File: config.mk
export PLATFORM = sky130hd
export DESIGN_NAME = serdes_pin_ctl
export DESIGN_NICKNAME = d
export VERILOG_FILES = /design/src/pkg/serdes_pkg.sv /design/src/hdl/ser_frame_tx.sv /design/src/hdl/des_frame_rx.sv /design/src/hdl/serdes_pin_ctl.sv
export VERILOG_INCLUDE_DIRS = /design/src /design/src/pkg
export SDC_FILE = /design/constraint.sdc
export NUM_CORES = 1
export LEC_CHECK = 0
export ABC_AREA = 0
export ABC_CLOCK_PERIOD_IN_PS = 1800
export BUFFER_PORTS_ARGS = -buffer_cell sky130_fd_sc_hd__buf_2
export CAP_MARGIN = 5
export CORE_UTILIZATION = 51
export CTS_BUF_LIST = sky130_fd_sc_hd__clkbuf_16
export DETAILED_ROUTE_END_ITERATION = 8
export PLACE_DENSITY = 0.77
export RECOVER_POWER = 50
export SYNTH_ARGS = -nofsm -noshare
export SYNTH_HDL_FRONTEND = slang
export SYNTH_HIERARCHICAL = 1
export SYNTH_SLANG_ARGS = --single-unit
File: constraint.sdc
create_clock -name sys_clk_i -period 1.8 [get_ports sys_clk_i]
set_input_delay 0.27 -clock sys_clk_i [delete_from_list [all_inputs] [get_ports sys_clk_i]]
set_output_delay 0.27 -clock sys_clk_i [all_outputs]
set_load 0.1 [all_outputs]
File: src/pkg/serdes_params.svh
// Purpose: constants shared by the serdes pin control design
// Assumes: included by package and modules by bare name
// Notes:   offsets are Avalon byte addresses, one word each
`ifndef SERDES_PARAMS_SVH
`define SERDES_PARAMS_SVH

// ==========================================================
// frame and word geometry
`define WORD_W      10
`define FRAME_W     12
`define FRAME_LAST  4'hB
`define HALF_FRAME  4'h6

// ==========================================================
// training and lock timing, in word frames; REF_STALE in system clocks
`define SYNC_WORD   10'h3E0
`define TRAIN_MIN   11'h400
`define LOSS_LIMIT  2'h3
`define REF_STALE   6'h3F

// ==========================================================
// register map
`define OFS_CTRL    4'h0
`define OFS_STATUS  4'h4
`define OFS_RX_WORD 4'h8
`define OFS_TX_HOLD 4'hC
`define CTRL_RESET  8'h00

// control field positions
`define CB_TX_EDGE  0
`define CB_SER_OE   1
`define CB_TX_WAKE  2
`define CB_TRAIN_A  3
`define CB_TRAIN_B  4
`define CB_RX_EDGE  5
`define CB_RX_OE    6
`define CB_RX_WAKE  7

`endif

File: src/pkg/serdes_pkg.sv
// Purpose: types and frame helpers for the serdes pin control
// Assumes: serdes_params.svh on the include path
// Notes:   frame = start 1, data lsb first, stop 0
`default_nettype none
`include "serdes_params.svh"

package serdes_pkg;

   // ==========================================================
   // receive lock states
   typedef enum logic [1:0] {RX_HUNT, RX_CHECK, RX_LOCKED} lock_fsm_t;

   typedef struct packed {
      logic                 wclk;
      logic [`WORD_W-1:0]   hold;
      logic [`FRAME_W-1:0]  sh;
      logic [3:0]           pos;
      logic [10:0]          cnt;
      logic                 busy;
   } tx_state_t;

   typedef struct packed {
      logic [`FRAME_W-1:0]  sh;
      logic [3:0]           pos;
      lock_fsm_t            st;
      logic [1:0]           bad;
      logic                 ref_lvl;
      logic [5:0]           age;
      logic [`WORD_W-1:0]   fresh;
      logic [`WORD_W-1:0]   word;
      logic                 rclk;
      logic                 lock_n;
   } rx_state_t;

   typedef struct packed {
      logic [7:0]           ctrl;
      logic                 wr;
      logic [31:0]          rdata;
      logic                 ser_p;
      logic                 ser_n;
      logic                 ser_oe_n;
      logic [`WORD_W-1:0]   pw;
      logic                 pw_oe_n;
      logic                 rck;
      logic                 rck_oe_n;
      logic                 lck;
      logic                 lck_oe_n;
      logic [2:0]           tap;
   } top_state_t;

   // ==========================================================
   // frame helpers
   function automatic logic [`FRAME_W-1:0] frame_pack(input logic [`WORD_W-1:0] w);
      logic [`FRAME_W-1:0] f;
      f = '0;
      f[`FRAME_W-1] = 1'b1;
      for (int i = 0; i < `WORD_W; i++) begin
         f[`WORD_W-i] = w[i];
      end
      return f;
   endfunction : frame_pack

   function automatic logic [`WORD_W-1:0] frame_data(input logic [`FRAME_W-1:0] f);
      logic [`WORD_W-1:0] w;
      w = '0;
      for (int i = 0; i < `WORD_W; i++) begin
         w[i] = f[`WORD_W-i];
      end
      return w;
   endfunction : frame_data

   function automatic logic frame_ok(input logic [`FRAME_W-1:0] f);
      return f[`FRAME_W-1] & ~f[0];
   endfunction : frame_ok

endpackage : serdes_pkg
`default_nettype wire

File: src/hdl/ser_frame_tx.sv
// Purpose: serializer word capture, framing and training
// Assumes: one serial bit per system clock
// Notes:   word clock is sampled, so it must be slow
`default_nettype none
`include "serdes_params.svh"

module ser_frame_tx import serdes_pkg::*; (
   // clock and reset
   input  wire logic               sys_clk_i,
   input  wire logic               resetn_i,
   input  wire logic               ce_i,
   // control
   input  wire logic               awake_i,
   input  wire logic               edge_rise_i,
   input  wire logic               train_a_i,
   input  wire logic               train_b_i,
   // parallel side
   input  wire logic               word_clk_i,
   input  wire logic [`WORD_W-1:0] word_i,
   // results
   output logic                    ser_bit_o,
   output logic                    busy_o,
   output logic [`WORD_W-1:0]      hold_o
);

   tx_state_t s_q;
   tx_state_t s_d;
   logic      req;
   logic      strobe;

   // ==========================================================
   // next state
   always_comb begin
      s_d    = s_q;
      req    = train_a_i | train_b_i;
      strobe = edge_rise_i ? (word_clk_i & ~s_q.wclk)
                           : (~word_clk_i & s_q.wclk);
      s_d.wclk = word_clk_i;
      if (!awake_i) begin
         // sleep: framing stops, training forgotten
         s_d.pos  = 4'h0;
         s_d.cnt  = 11'h000;
         s_d.sh   = '0;
         s_d.busy = 1'b0;
      end else begin
         if (strobe) begin
            s_d.hold = word_i;
         end
         if (s_q.pos == `FRAME_LAST) begin
            s_d.pos = 4'h0;
            if (req) begin
               s_d.sh   = frame_pack(`SYNC_WORD);
               s_d.cnt  = `TRAIN_MIN - 11'h001;
               s_d.busy = 1'b1;
            end else if (s_q.cnt != 11'h000) begin
               s_d.sh   = frame_pack(`SYNC_WORD);
               s_d.cnt  = s_q.cnt - 11'h001;
               s_d.busy = 1'b1;
            end else begin
               s_d.sh   = frame_pack(s_q.hold);
               s_d.busy = 1'b0;
            end
         end else begin
            s_d.pos = s_q.pos + 4'h1;
            s_d.sh  = {s_q.sh[`FRAME_W-2:0], 1'b0};
         end
      end
   end

   always_ff @(posedge sys_clk_i or negedge resetn_i) begin
      if (!resetn_i) begin
         s_q <= '0;
      end else if (ce_i) begin
         s_q <= s_d;
      end
   end

   assign ser_bit_o = s_q.sh[`FRAME_W-1];
   assign busy_o    = s_q.busy;
   assign hold_o    = s_q.hold;
endmodule : ser_frame_tx
`default_nettype wire

File: src/hdl/des_frame_rx.sv
// Purpose: deserializer framing, lock detect, recovered clock
// Assumes: one serial bit per system clock
// Notes:   reference clock activity gates acquisition
`default_nettype none
`include "serdes_params.svh"

module des_frame_rx import serdes_pkg::*; (
   // clock and reset
   input  wire logic               sys_clk_i,
   input  wire logic               resetn_i,
   input  wire logic               ce_i,
   // control
   input  wire logic               awake_i,
   input  wire logic               edge_rise_i,
   // link
   input  wire logic               ser_in_p_i,
   input  wire logic               ser_in_n_i,
   input  wire logic               ref_clk_i,
   // results
   output logic                    lock_n_o,
   output logic                    rclk_o,
   output logic [`WORD_W-1:0]      word_o
);

   rx_state_t s_q;
   rx_state_t s_d;
   logic      good;
   logic      ref_ok;
   logic      bound;

   // ==========================================================
   // next state
   always_comb begin
      s_d       = s_q;
      s_d.sh    = {s_q.sh[`FRAME_W-2:0], ser_in_p_i & ~ser_in_n_i};
      good      = frame_ok(s_d.sh);
      bound     = (s_q.pos == `FRAME_LAST);
      ref_ok    = (s_q.age != `REF_STALE);
      s_d.pos   = bound ? 4'h0 : s_q.pos + 4'h1;
      // reference activity: age resets on every level change
      s_d.ref_lvl = ref_clk_i;
      if (ref_clk_i != s_q.ref_lvl) begin
         s_d.age = 6'h00;
      end else if (ref_ok) begin
         s_d.age = s_q.age + 6'h01;
      end
      case (s_q.st)
         RX_HUNT: begin
            if (good && ref_ok) begin
               s_d.st  = RX_CHECK;
               s_d.pos = 4'h0;
            end
         end
         RX_CHECK: begin
            if (bound) begin
               s_d.st     = (good && ref_ok) ? RX_LOCKED : RX_HUNT;
               s_d.lock_n = ~(good && ref_ok);
               s_d.fresh  = frame_data(s_d.sh);
               // misses left from an earlier lock must not count again
               s_d.bad    = 2'h0;
            end
         end
         RX_LOCKED: begin
            if (!ref_ok) begin
               s_d.st     = RX_HUNT;
               s_d.lock_n = 1'b1;
            end else if (bound) begin
               if (good) begin
                  s_d.bad   = 2'h0;
                  s_d.fresh = frame_data(s_d.sh);
               end else if (s_q.bad == `LOSS_LIMIT) begin
                  s_d.st     = RX_HUNT;
                  s_d.lock_n = 1'b1;
                  s_d.bad    = 2'h0;
               end else begin
                  s_d.bad = s_q.bad + 2'h1;
               end
            end
         end
         default: s_d.st = RX_HUNT;
      endcase
      // word-rate clock, high in the first half of the frame
      s_d.rclk = (s_d.pos < `HALF_FRAME);
      if (edge_rise_i ? (s_d.pos == `HALF_FRAME) : (s_d.pos == 4'h0)) begin
         s_d.word = s_q.fresh;
      end
      if (!awake_i) begin
         s_d        = '0;
         s_d.lock_n = 1'b1;
         s_d.st     = RX_HUNT;
      end
   end

   always_ff @(posedge sys_clk_i or negedge resetn_i) begin
      if (!resetn_i) begin
         s_q        <= '0;
         s_q.lock_n <= 1'b1;
         s_q.st     <= RX_HUNT;
      end else if (ce_i) begin
         s_q <= s_d;
      end
   end

   assign lock_n_o = s_q.lock_n;
   assign rclk_o   = s_q.rclk;
   assign word_o   = s_q.word;
endmodule : des_frame_rx
`default_nettype wire

File: src/hdl/serdes_pin_ctl.sv
// Purpose: pin control of a 10-bit serializer and deserializer
// Assumes: all pins synchronous to sys_clk_i, one bit a cycle
// Notes:   control bits live in an Avalon-MM register file
//
// The placing of the registers and register access over Avalon-MM were decided locally.
`default_nettype none
`include "serdes_params.svh"

// ==========================================================
// top level
// Functional notes
// - capture the ten input data lines on the chosen word clock edge
// - edge select high strobes on rising edge, low on falling edge
// - serial output enable low floats both serial outputs
// - serializer sleep stops framing and floats its outputs
// - a training request sends at least 1024 sync frames, more while held
// - the two training request inputs are ORed together
// - lock flag low once locked, high while not locked
// - recovered clock runs at the word rate from the embedded clock
// - receive edge select chooses which recovered clock edge data meets
// - awake with output enable low floats data and clock, lock driven
// - receiver sleep floats data, lock and clock whatever the enable
// - while the lock flag is high data and clock stay floating
// - awake, enabled and locked drives data and running clock
// - active lock flag follows the current lock state
// - undriven test data, mode and reset inputs read as high
// - two embedded clock bits frame each word, always one transition
// - loss of lock after four bad frames in a row, or at once when the reference goes stale
module serdes_pin_ctl import serdes_pkg::*; (
   // clock, reset and enable
   input  wire logic               sys_clk_i,
   input  wire logic               resetn_i,
   input  wire logic               ce_i,
   // avalon-mm register slave
   input  wire logic [3:0]         avs_address_i,
   input  wire logic               avs_read_i,
   input  wire logic               avs_write_i,
   input  wire logic [3:0]         avs_byteenable_i,
   input  wire logic [31:0]        avs_writedata_i,
   output logic [31:0]             avs_readdata_o,
   output logic                    avs_waitrequest_o,
   // serializer parallel side
   input  wire logic               tx_word_clk_i,
   input  wire logic [`WORD_W-1:0] tx_word_i,
   // serializer serial side
   output logic                    ser_out_p_o,
   output logic                    ser_out_n_o,
   output logic                    ser_out_oe_n_o,
   // deserializer serial side
   input  wire logic               ser_in_p_i,
   input  wire logic               ser_in_n_i,
   input  wire logic               rx_reference_clk_i,
   // deserializer parallel side
   output logic [`WORD_W-1:0]      par_word_out_o,
   output logic                    par_word_out_oe_n_o,
   output logic                    rec_clk_o,
   output logic                    rec_clk_oe_n_o,
   output logic                    lock_n_o,
   output logic                    lock_oe_n_o,
   // test access inputs with pull-up behaviour
   input  wire logic [2:0]         tap_drive_i,
   input  wire logic [2:0]         tap_level_i
);

   top_state_t         s_q;
   top_state_t         s_d;
   logic               tx_bit;
   logic               tx_busy;
   logic [`WORD_W-1:0] tx_hold;
   logic               rx_lock_n;
   logic               rx_rclk;
   logic [`WORD_W-1:0] rx_word;
   logic               req;
   logic               tx_on;
   logic               rx_awake;
   logic               rx_drive;

   // ==========================================================
   // serializer
   // word clock is only sampled, so the host must keep it far
   // below half of sys_clk and one word per twelve cycles
   ser_frame_tx u_tx (
      .sys_clk_i   (sys_clk_i),
      .resetn_i    (resetn_i),
      .ce_i        (ce_i),
      .awake_i     (s_q.ctrl[`CB_TX_WAKE]),
      .edge_rise_i (s_q.ctrl[`CB_TX_EDGE]),
      .train_a_i   (s_q.ctrl[`CB_TRAIN_A]),
      .train_b_i   (s_q.ctrl[`CB_TRAIN_B]),
      .word_clk_i  (tx_word_clk_i),
      .word_i      (tx_word_i),
      .ser_bit_o   (tx_bit),
      .busy_o      (tx_busy),
      .hold_o      (tx_hold)
   );

   // ==========================================================
   // deserializer
   des_frame_rx u_rx (
      .sys_clk_i   (sys_clk_i),
      .resetn_i    (resetn_i),
      .ce_i        (ce_i),
      .awake_i     (s_q.ctrl[`CB_RX_WAKE]),
      .edge_rise_i (s_q.ctrl[`CB_RX_EDGE]),
      .ser_in_p_i  (ser_in_p_i),
      .ser_in_n_i  (ser_in_n_i),
      .ref_clk_i   (rx_reference_clk_i),
      .lock_n_o    (rx_lock_n),
      .rclk_o      (rx_rclk),
      .word_o      (rx_word)
   );

   // ==========================================================
   // next state: bus slave, pin drivers, enables
   always_comb begin
      s_d      = s_q;
      req      = avs_read_i | avs_write_i;
      tx_on    = s_q.ctrl[`CB_SER_OE] & s_q.ctrl[`CB_TX_WAKE];
      rx_awake = s_q.ctrl[`CB_RX_WAKE];
      rx_drive = rx_awake & s_q.ctrl[`CB_RX_OE] & ~rx_lock_n;

      // one wait state: answer prepared, then released
      if (req && s_q.wr) begin
         s_d.wr    = 1'b0;
         s_d.rdata = 32'h0000_0000;
         if (avs_address_i == `OFS_CTRL) begin
            s_d.rdata[7:0] = s_q.ctrl;
         end else if (avs_address_i == `OFS_STATUS) begin
            s_d.rdata[4:0] = {s_q.tap, tx_busy, rx_lock_n};
         end else if (avs_address_i == `OFS_RX_WORD) begin
            s_d.rdata[`WORD_W-1:0] = rx_word;
         end else if (avs_address_i == `OFS_TX_HOLD) begin
            s_d.rdata[`WORD_W-1:0] = tx_hold;
         end
      end else if (!s_q.wr) begin
         // master samples waitrequest low here: commit the write
         s_d.wr = 1'b1;
         if (avs_write_i && avs_address_i == `OFS_CTRL && avs_byteenable_i[0]) begin
            s_d.ctrl = avs_writedata_i[7:0];
         end
      end

      // serial output, differential pair
      s_d.ser_p    = tx_bit;
      s_d.ser_n    = ~tx_bit;
      s_d.ser_oe_n = ~tx_on;

      // lock flag floats only in receiver sleep
      s_d.lck      = rx_lock_n;
      s_d.lck_oe_n = ~rx_awake;

      // data and recovered clock need awake, enable and lock
      s_d.pw       = rx_word;
      s_d.rck      = rx_rclk;
      s_d.pw_oe_n  = ~rx_drive;
      s_d.rck_oe_n = ~rx_drive;

      // undriven test inputs pull high
      s_d.tap = tap_level_i | ~tap_drive_i;
   end

   // ==========================================================
   // state register, frozen while ce_i is low
   always_ff @(posedge sys_clk_i or negedge resetn_i) begin
      if (!resetn_i) begin
         s_q          <= '0;
         s_q.ctrl     <= `CTRL_RESET;
         s_q.wr       <= 1'b1;
         s_q.ser_oe_n <= 1'b1;
         s_q.pw_oe_n  <= 1'b1;
         s_q.rck_oe_n <= 1'b1;
         s_q.lck      <= 1'b1;
         s_q.lck_oe_n <= 1'b1;
         s_q.tap      <= 3'h7;
      end else if (ce_i) begin
         s_q <= s_d;
      end
   end

   // ==========================================================
   // outputs straight from the state register
   assign avs_readdata_o      = s_q.rdata;
   assign avs_waitrequest_o   = s_q.wr;
   assign ser_out_p_o         = s_q.ser_p;
   assign ser_out_n_o         = s_q.ser_n;
   assign ser_out_oe_n_o      = s_q.ser_oe_n;
   assign par_word_out_o      = s_q.pw;
   assign par_word_out_oe_n_o = s_q.pw_oe_n;
   assign rec_clk_o           = s_q.rck;
   assign rec_clk_oe_n_o      = s_q.rck_oe_n;
   assign lock_n_o            = s_q.lck;
   assign lock_oe_n_o         = s_q.lck_oe_n;
endmodule : serdes_pin_ctl
`default_nettype wire

; Word-level counts from Yosys, hierarchy flattened
; Index checks and enable logic that the tools add are counted.
[totals]
out_inout_bits = 51
elab_cells = 146
input_bits = 65
register_bits = 126
[classes]
n_bitwise = 23
order_cmp = 1
mux = 46
reduce_logical = 19
add_sub_neg = 5
n_eq_ne = 24
[ops]
columns = op, count
row1 = $mux W10, 7
row2 = $mux W48, 1
row3 = $mux W11, 3
row4 = $mux W28, 1
row5 = $mux W12, 2
row6 = $pmux W10 S2, 1
row7 = $mux W6, 3
row8 = $reduce_and A6 Y1, 3
row9 = $eq A4 B4 Y1 const B, 4
row10 = $mux W16, 1
row11 = $mux W2, 8
row12 = $mux W4, 4
row13 = $ne A3 B2 Y1 const B, 5
row14 = $ne A4 B4 Y1 const B, 3
row15 = $not A1 Y1, 12
row16 = $reduce_bool A11 Y1, 1
row17 = $sub A11 B1 Y11 const B, 1
row18 = $mux W5, 2
row19 = $mux W1, 9
row20 = $ne A3 B1 Y1 const B, 3
row21 = $add A4 B1 Y4 const B, 2
row22 = $eq A4 B3 Y1 const B, 2
row23 = $logic_not A4 Y1, 2
row24 = $mux W8, 1
row25 = other kinds (21), 37

; Depth between registers and ports, before layout
[depth]
depth_word = 11
mapped_depth = 7
depth_no_buf = 6

; Modules after synthesis
; The synthesis kept the hierarchy.
[by_module_without_submodules]
columns = module, cells_per_inst, area_each_um2, seq_area_each_um2, instances
row1 = des_frame_rx, 212, 2396.0, 1202.4, 1
row2 = serdes_pin_ctl, 164, 2026.9, 985.9, 1
row3 = ser_frame_tx, 203, 2025.7, 950.9, 1

; Worst setup path before layout
; Ideal clock, no wire load.
[synth_path]
kind = register to register
from = register u_rx/s_q[33] (netlist bit)
to = register u_rx.s_q, in the netlist u_rx/word_o[0]
t_arrival_ns = 1.804
path_buffers = 1
stages_incl_launch_ff = 8
t_required_ns = 1.679
slack_ns = -0.125
synth_period_minus_slack_ns = 1.925
path_cell_list = dfrtp_1 ha_1 nor3b_1 o21a_1 o211a_2 o311a_1 buf_2 a22o_1
[synth_via]
elab_chain_cells = 8
word_cells_on_any_way = 10
[synth_rtl]
columns = item, line_no
row1 = "start, declared", des_frame_rx.sv:25  ; rx_state_t s_q;
row2 = $add A4 B1 Y4 or $eq A4 B4 Y1 (tied branches), --
row3 = $mux W4 (*), des_frame_rx.sv:39  ; s_d.pos = bound ? 4'h0 : s_q.pos + 4'h1;
row4 = $mux W6, des_frame_rx.sv:49  ; if (good && ref_ok) begin
row5 = $mux W4 (*), des_frame_rx.sv:47  ; case (s_q.st)
row6 = $eq A4 B3 Y1 (no source line) or $logic_not A4 Y1 (tied branches), --
row7 = $mux W1 (*), des_frame_rx.sv:84  ; if (edge_rise_i ? (s_d.pos == `HALF_FRAME) : (s_d.pos == 4'h0)) begin
row8 = $ne A2 B1 Y1 (no source line) (*), --
row9 = $reduce_and A2 Y1 (no source line) (*), --
; Every way passes the cells marked *; elsewhere a longest branch is shown, timed or not. The select of a mux whose other input is x is not followed.
; A chain may end at the register's enable or synchronous reset.

; Worst setup path after layout
[layout_path]
from = register u_rx/s_q[36] (netlist bit)
to = register u_rx.s_q, in the netlist u_rx/word_o[0]
; The elaborated chain is that of the path after synthesis.

==> results.yml <==
drt:
  antenna_left: 0
  dr.pass1.iters: 7
  vias: 5023
  wl_per_cell_um: 18.8
  drtIter0Drc: 397
  wirelength_um: 16300
  avgViaCountPerCell: 5.79
  drc: 0
worst_setup_path:
  startpoint_type: "flop"
  worst-path-buf-inv: 3
  crit_path_top_delay_cell: "dfrtp_2"
  cp_top_family: "compound AO/OA/AOI/OAI gates"
  worstPathArrival_ns: 2.18
  crit_required_ns: 2.10
  rrSetupSlack_ns: -0.08
  cp_common_cell: "buf_6"
  worstSetupEndpointType: "flop"
  worstPathMaxFanout: 10
  path_class: "flop to flop"
  worstPathCellList: "buf_6 > buf_4 > nor3b_4 > o21a_1 > o211a_4 > o41ai_4 > buf_6 > a22o_1"
  cp_slowest_stage_delay_ns: 0.46
logic_synthesis:
  syn_avg_cell_area_um2: 11.1
  syn_inst: 579
  synth_seq_cells: 125
  synth_cell_types: 76
  yosys_warnings: 6
  syn_area_um2: 6450
  async_flop_share_pct: 100
  synth_enable_flop_cells: 0
  ys_seq_area_share_pct: 48.7
  ys.flop_type: "dfrtp_1"
sta:
  drv_slew: 0
  finalWorstSetupSlack_ns: -0.0805
  setup_viol: 18
  slew_headroom_pct: 28.0
  fin_crit_sh_pct: 104
  period_minus_slack_ns: 1.88
  hold_ws_ns: 0.0150
  max_slew.worst_pin.slew_ns: 1.08
  max_freq_mhz: 532
  rsz0062_at_grt: "true"
  clock_skew_ns: 0.00732
  hold_violations: 0
run_status:
  run_status: "complete, but fails checks"
  violations: "setup timing"
global_routing:
  grt_antenna_before_repair: 0
  grt_pass1_vias: 4839
  grt_max_degree: 41
  grt-ovfl-total: 0
  met2_usage_pct: 42.2
  met3_usage_pct: 5.19
  grtUsageMet1_pct: 31.8
  grt_busiest_layer: "met2"
  track_usage_pct: 25.4
  grt_pass1_wl_um: 24900
placement:
  port_buffers: 66
  dp.cells: 814
  hpwl_um: 10700
  gp_congestion: 0.879
die:
  initial_core_util_pct: 53.0
  die_h_um: 114
  fp.dieW_um: 114
  dieArea_um2: 13100
  core-area_um2: 12200
  io_pins: 116
  rows: 40
finish:
  multi_input_comb_area_um2: 2980
  antenna_cells: 0
  areaGrowthSynthToFinish_pct: 24.0
  instances_no_fill: 867
  n_fill_cell: 868
  nets: 757
  drive_gt1_share_pct: 42.1
  regArea_um2: 3140
clocking:
  cts_tree: "built"
  clockBufferDepth: 2
  cts_root_buf: "clkbuf_16"
  clk_latency_ns: 0.41
  cts_buffers: 17
  htree_levels: 4
  clock_sinks: 125
  clkTransAtPathRegs_ns: 0.06
power:
  p_per_area_nw_per_um2: 869
  finalPower_w: 0.00695
  p_leak_nw: 3.78
  vdd_ir_drop_max_mv: 0.641
flow_run:
  drv_cap: 0
hold_path:
  hold_path_class: "input port to flop"
==> timing repair <==
item / in CTS / in global routing
pin swaps: 5 / 8
hold buffers: 1 / 0
cloned: 2 / 1
setup buffers: 9 / 11
hold endpoints to repair: 34 / 0
setup endpoints to repair: 27 / 48
resized for setup: 22 / 35
==> layout by cell type (no fill, tap or decap), drive strengths merged, types with 13 or more instances in the layout <==
cell | netlist | final
nor2 | 23 | 23
nor3 | 13 | 13
a21oi | 13 | 13
a22o | 16 | 16
dfrtp | 116 | 116
clkbuf | 13 | 21
buf | 73 | 146
inv | 29 | 32
mux2 | 53 | 53
nand2 | 30 | 30
conb | 1 | 22
nand3 | 13 | 14
o21ai | 33 | 33
==> sequential cells by signal, summed over array words and instances (netlist names), 10 cells and up <==
register / flops
u_rx/word_o: 10
u_rx/s_q: 36
par_word_out_o: 10
s_q: 10
avs_readdata_o: 10
u_tx/hold_o: 10
u_tx/s_q: 26
==> metrics by stage <==
step | setup TNS (ns) | util (%) | cell area (um2) | setup slack, ns
after floorplan | -0.491 | - | 6580 | -0.0495
after global placement | -1.54 | 58.0 | 7060 | -0.121
after detailed placement | -2.51 | 58.0 | 7060 | -0.187
after CTS | -0.464 | 63.9 | 7770 | -0.0564
after global routing | -2.12 | 65.8 | 8000 | -0.139
final | -0.863 | 65.8 | 8000 | -0.0805
==> cell usage after synthesis (all sizes together), types with 4 or more instances <==
cell	instances	area share (%)
dfrtp	116	45
buf	73	8.4
mux2	53	9.3
o21ai	33	2.6
nand2	30	1.7
inv	29	1.7
nor2	23	1.4
a22o	16	2.2
a21oi	13	1.1
clkbuf	13	0.76
nand3	13	1.2
nor3	13	1.0
o2bb2ai	11	1.5
a22oi	10	1.2
a31oi	9	0.87
and2	9	0.87
dfstp	9	3.7
nor3b	8	1.0
mux2i	7	1.1
ha	6	1.2
nand4	6	0.68
o41ai	6	1.3
mux4	5	1.7
o211ai	5	0.66
xor2	5	0.68
nand2b	4	0.43
nand3b	4	0.47
nor4	4	0.72
==> power by group <==
| part | total (W) | switching (W) | internal, W |
|---|---|---|---|
| clock | 0.00294 | 0.00122 | 0.00172 |
| sequential | 0.00302 | 0.000109 | 0.00291 |
| combinational | 0.000983 | 0.000681 | 0.000302 |
==> final cells by class <==
type,count,share of cell area [%]
multi-input combinational,361,37.2
clock buffer,17,5.32
inverter,30,1.41
tap,168,2.63
timing repair buffer,151,13.0
clock inverter,15,1.09
sequential,125,39.3
==> cells by family (layout without fill, tap and decap cells) <==
group	after synthesis	in the layout	share of synthesized area (%)
AOI/OAI and AO/OA	127	128	14.5
buffers and inverters	116	213	10.9
DFF	125	125	48.7
xor gates and xnor gates	8	8	1.09
muxes	65	65	12.1
adders and majority gates	6	6	1.16
and+or+nand+nor	131	132	11.5
other	1	22	0.0582
==> path summary, 6_finish.rpt <==
path / start / endpoint / cells past startpoint
max in group asynchronous: resetn_i / rec_clk_oe_n_o / 3
min in group asynchronous: resetn_i / ser_out_p_o / 2
max: u_rx/s_q[36] / u_rx/word_o[0] / 8
min: tap_drive_i[1] / s_q[1] / 2
max reg2reg: u_rx/s_q[36] / u_rx/word_o[0] / 8
min reg2reg: lock_oe_n_o / lock_oe_n_o / 2
==> metal layers <==
metal,wire [um],vias up,share of wire (%)
li1,-,2235,-
met1,6490,2515,40
met2,8300,230,51
met3,1050,43,6.5
met4,436,0,2.7
met5,0,-,0
Note: power is estimated with default switching activity, not from simulation.
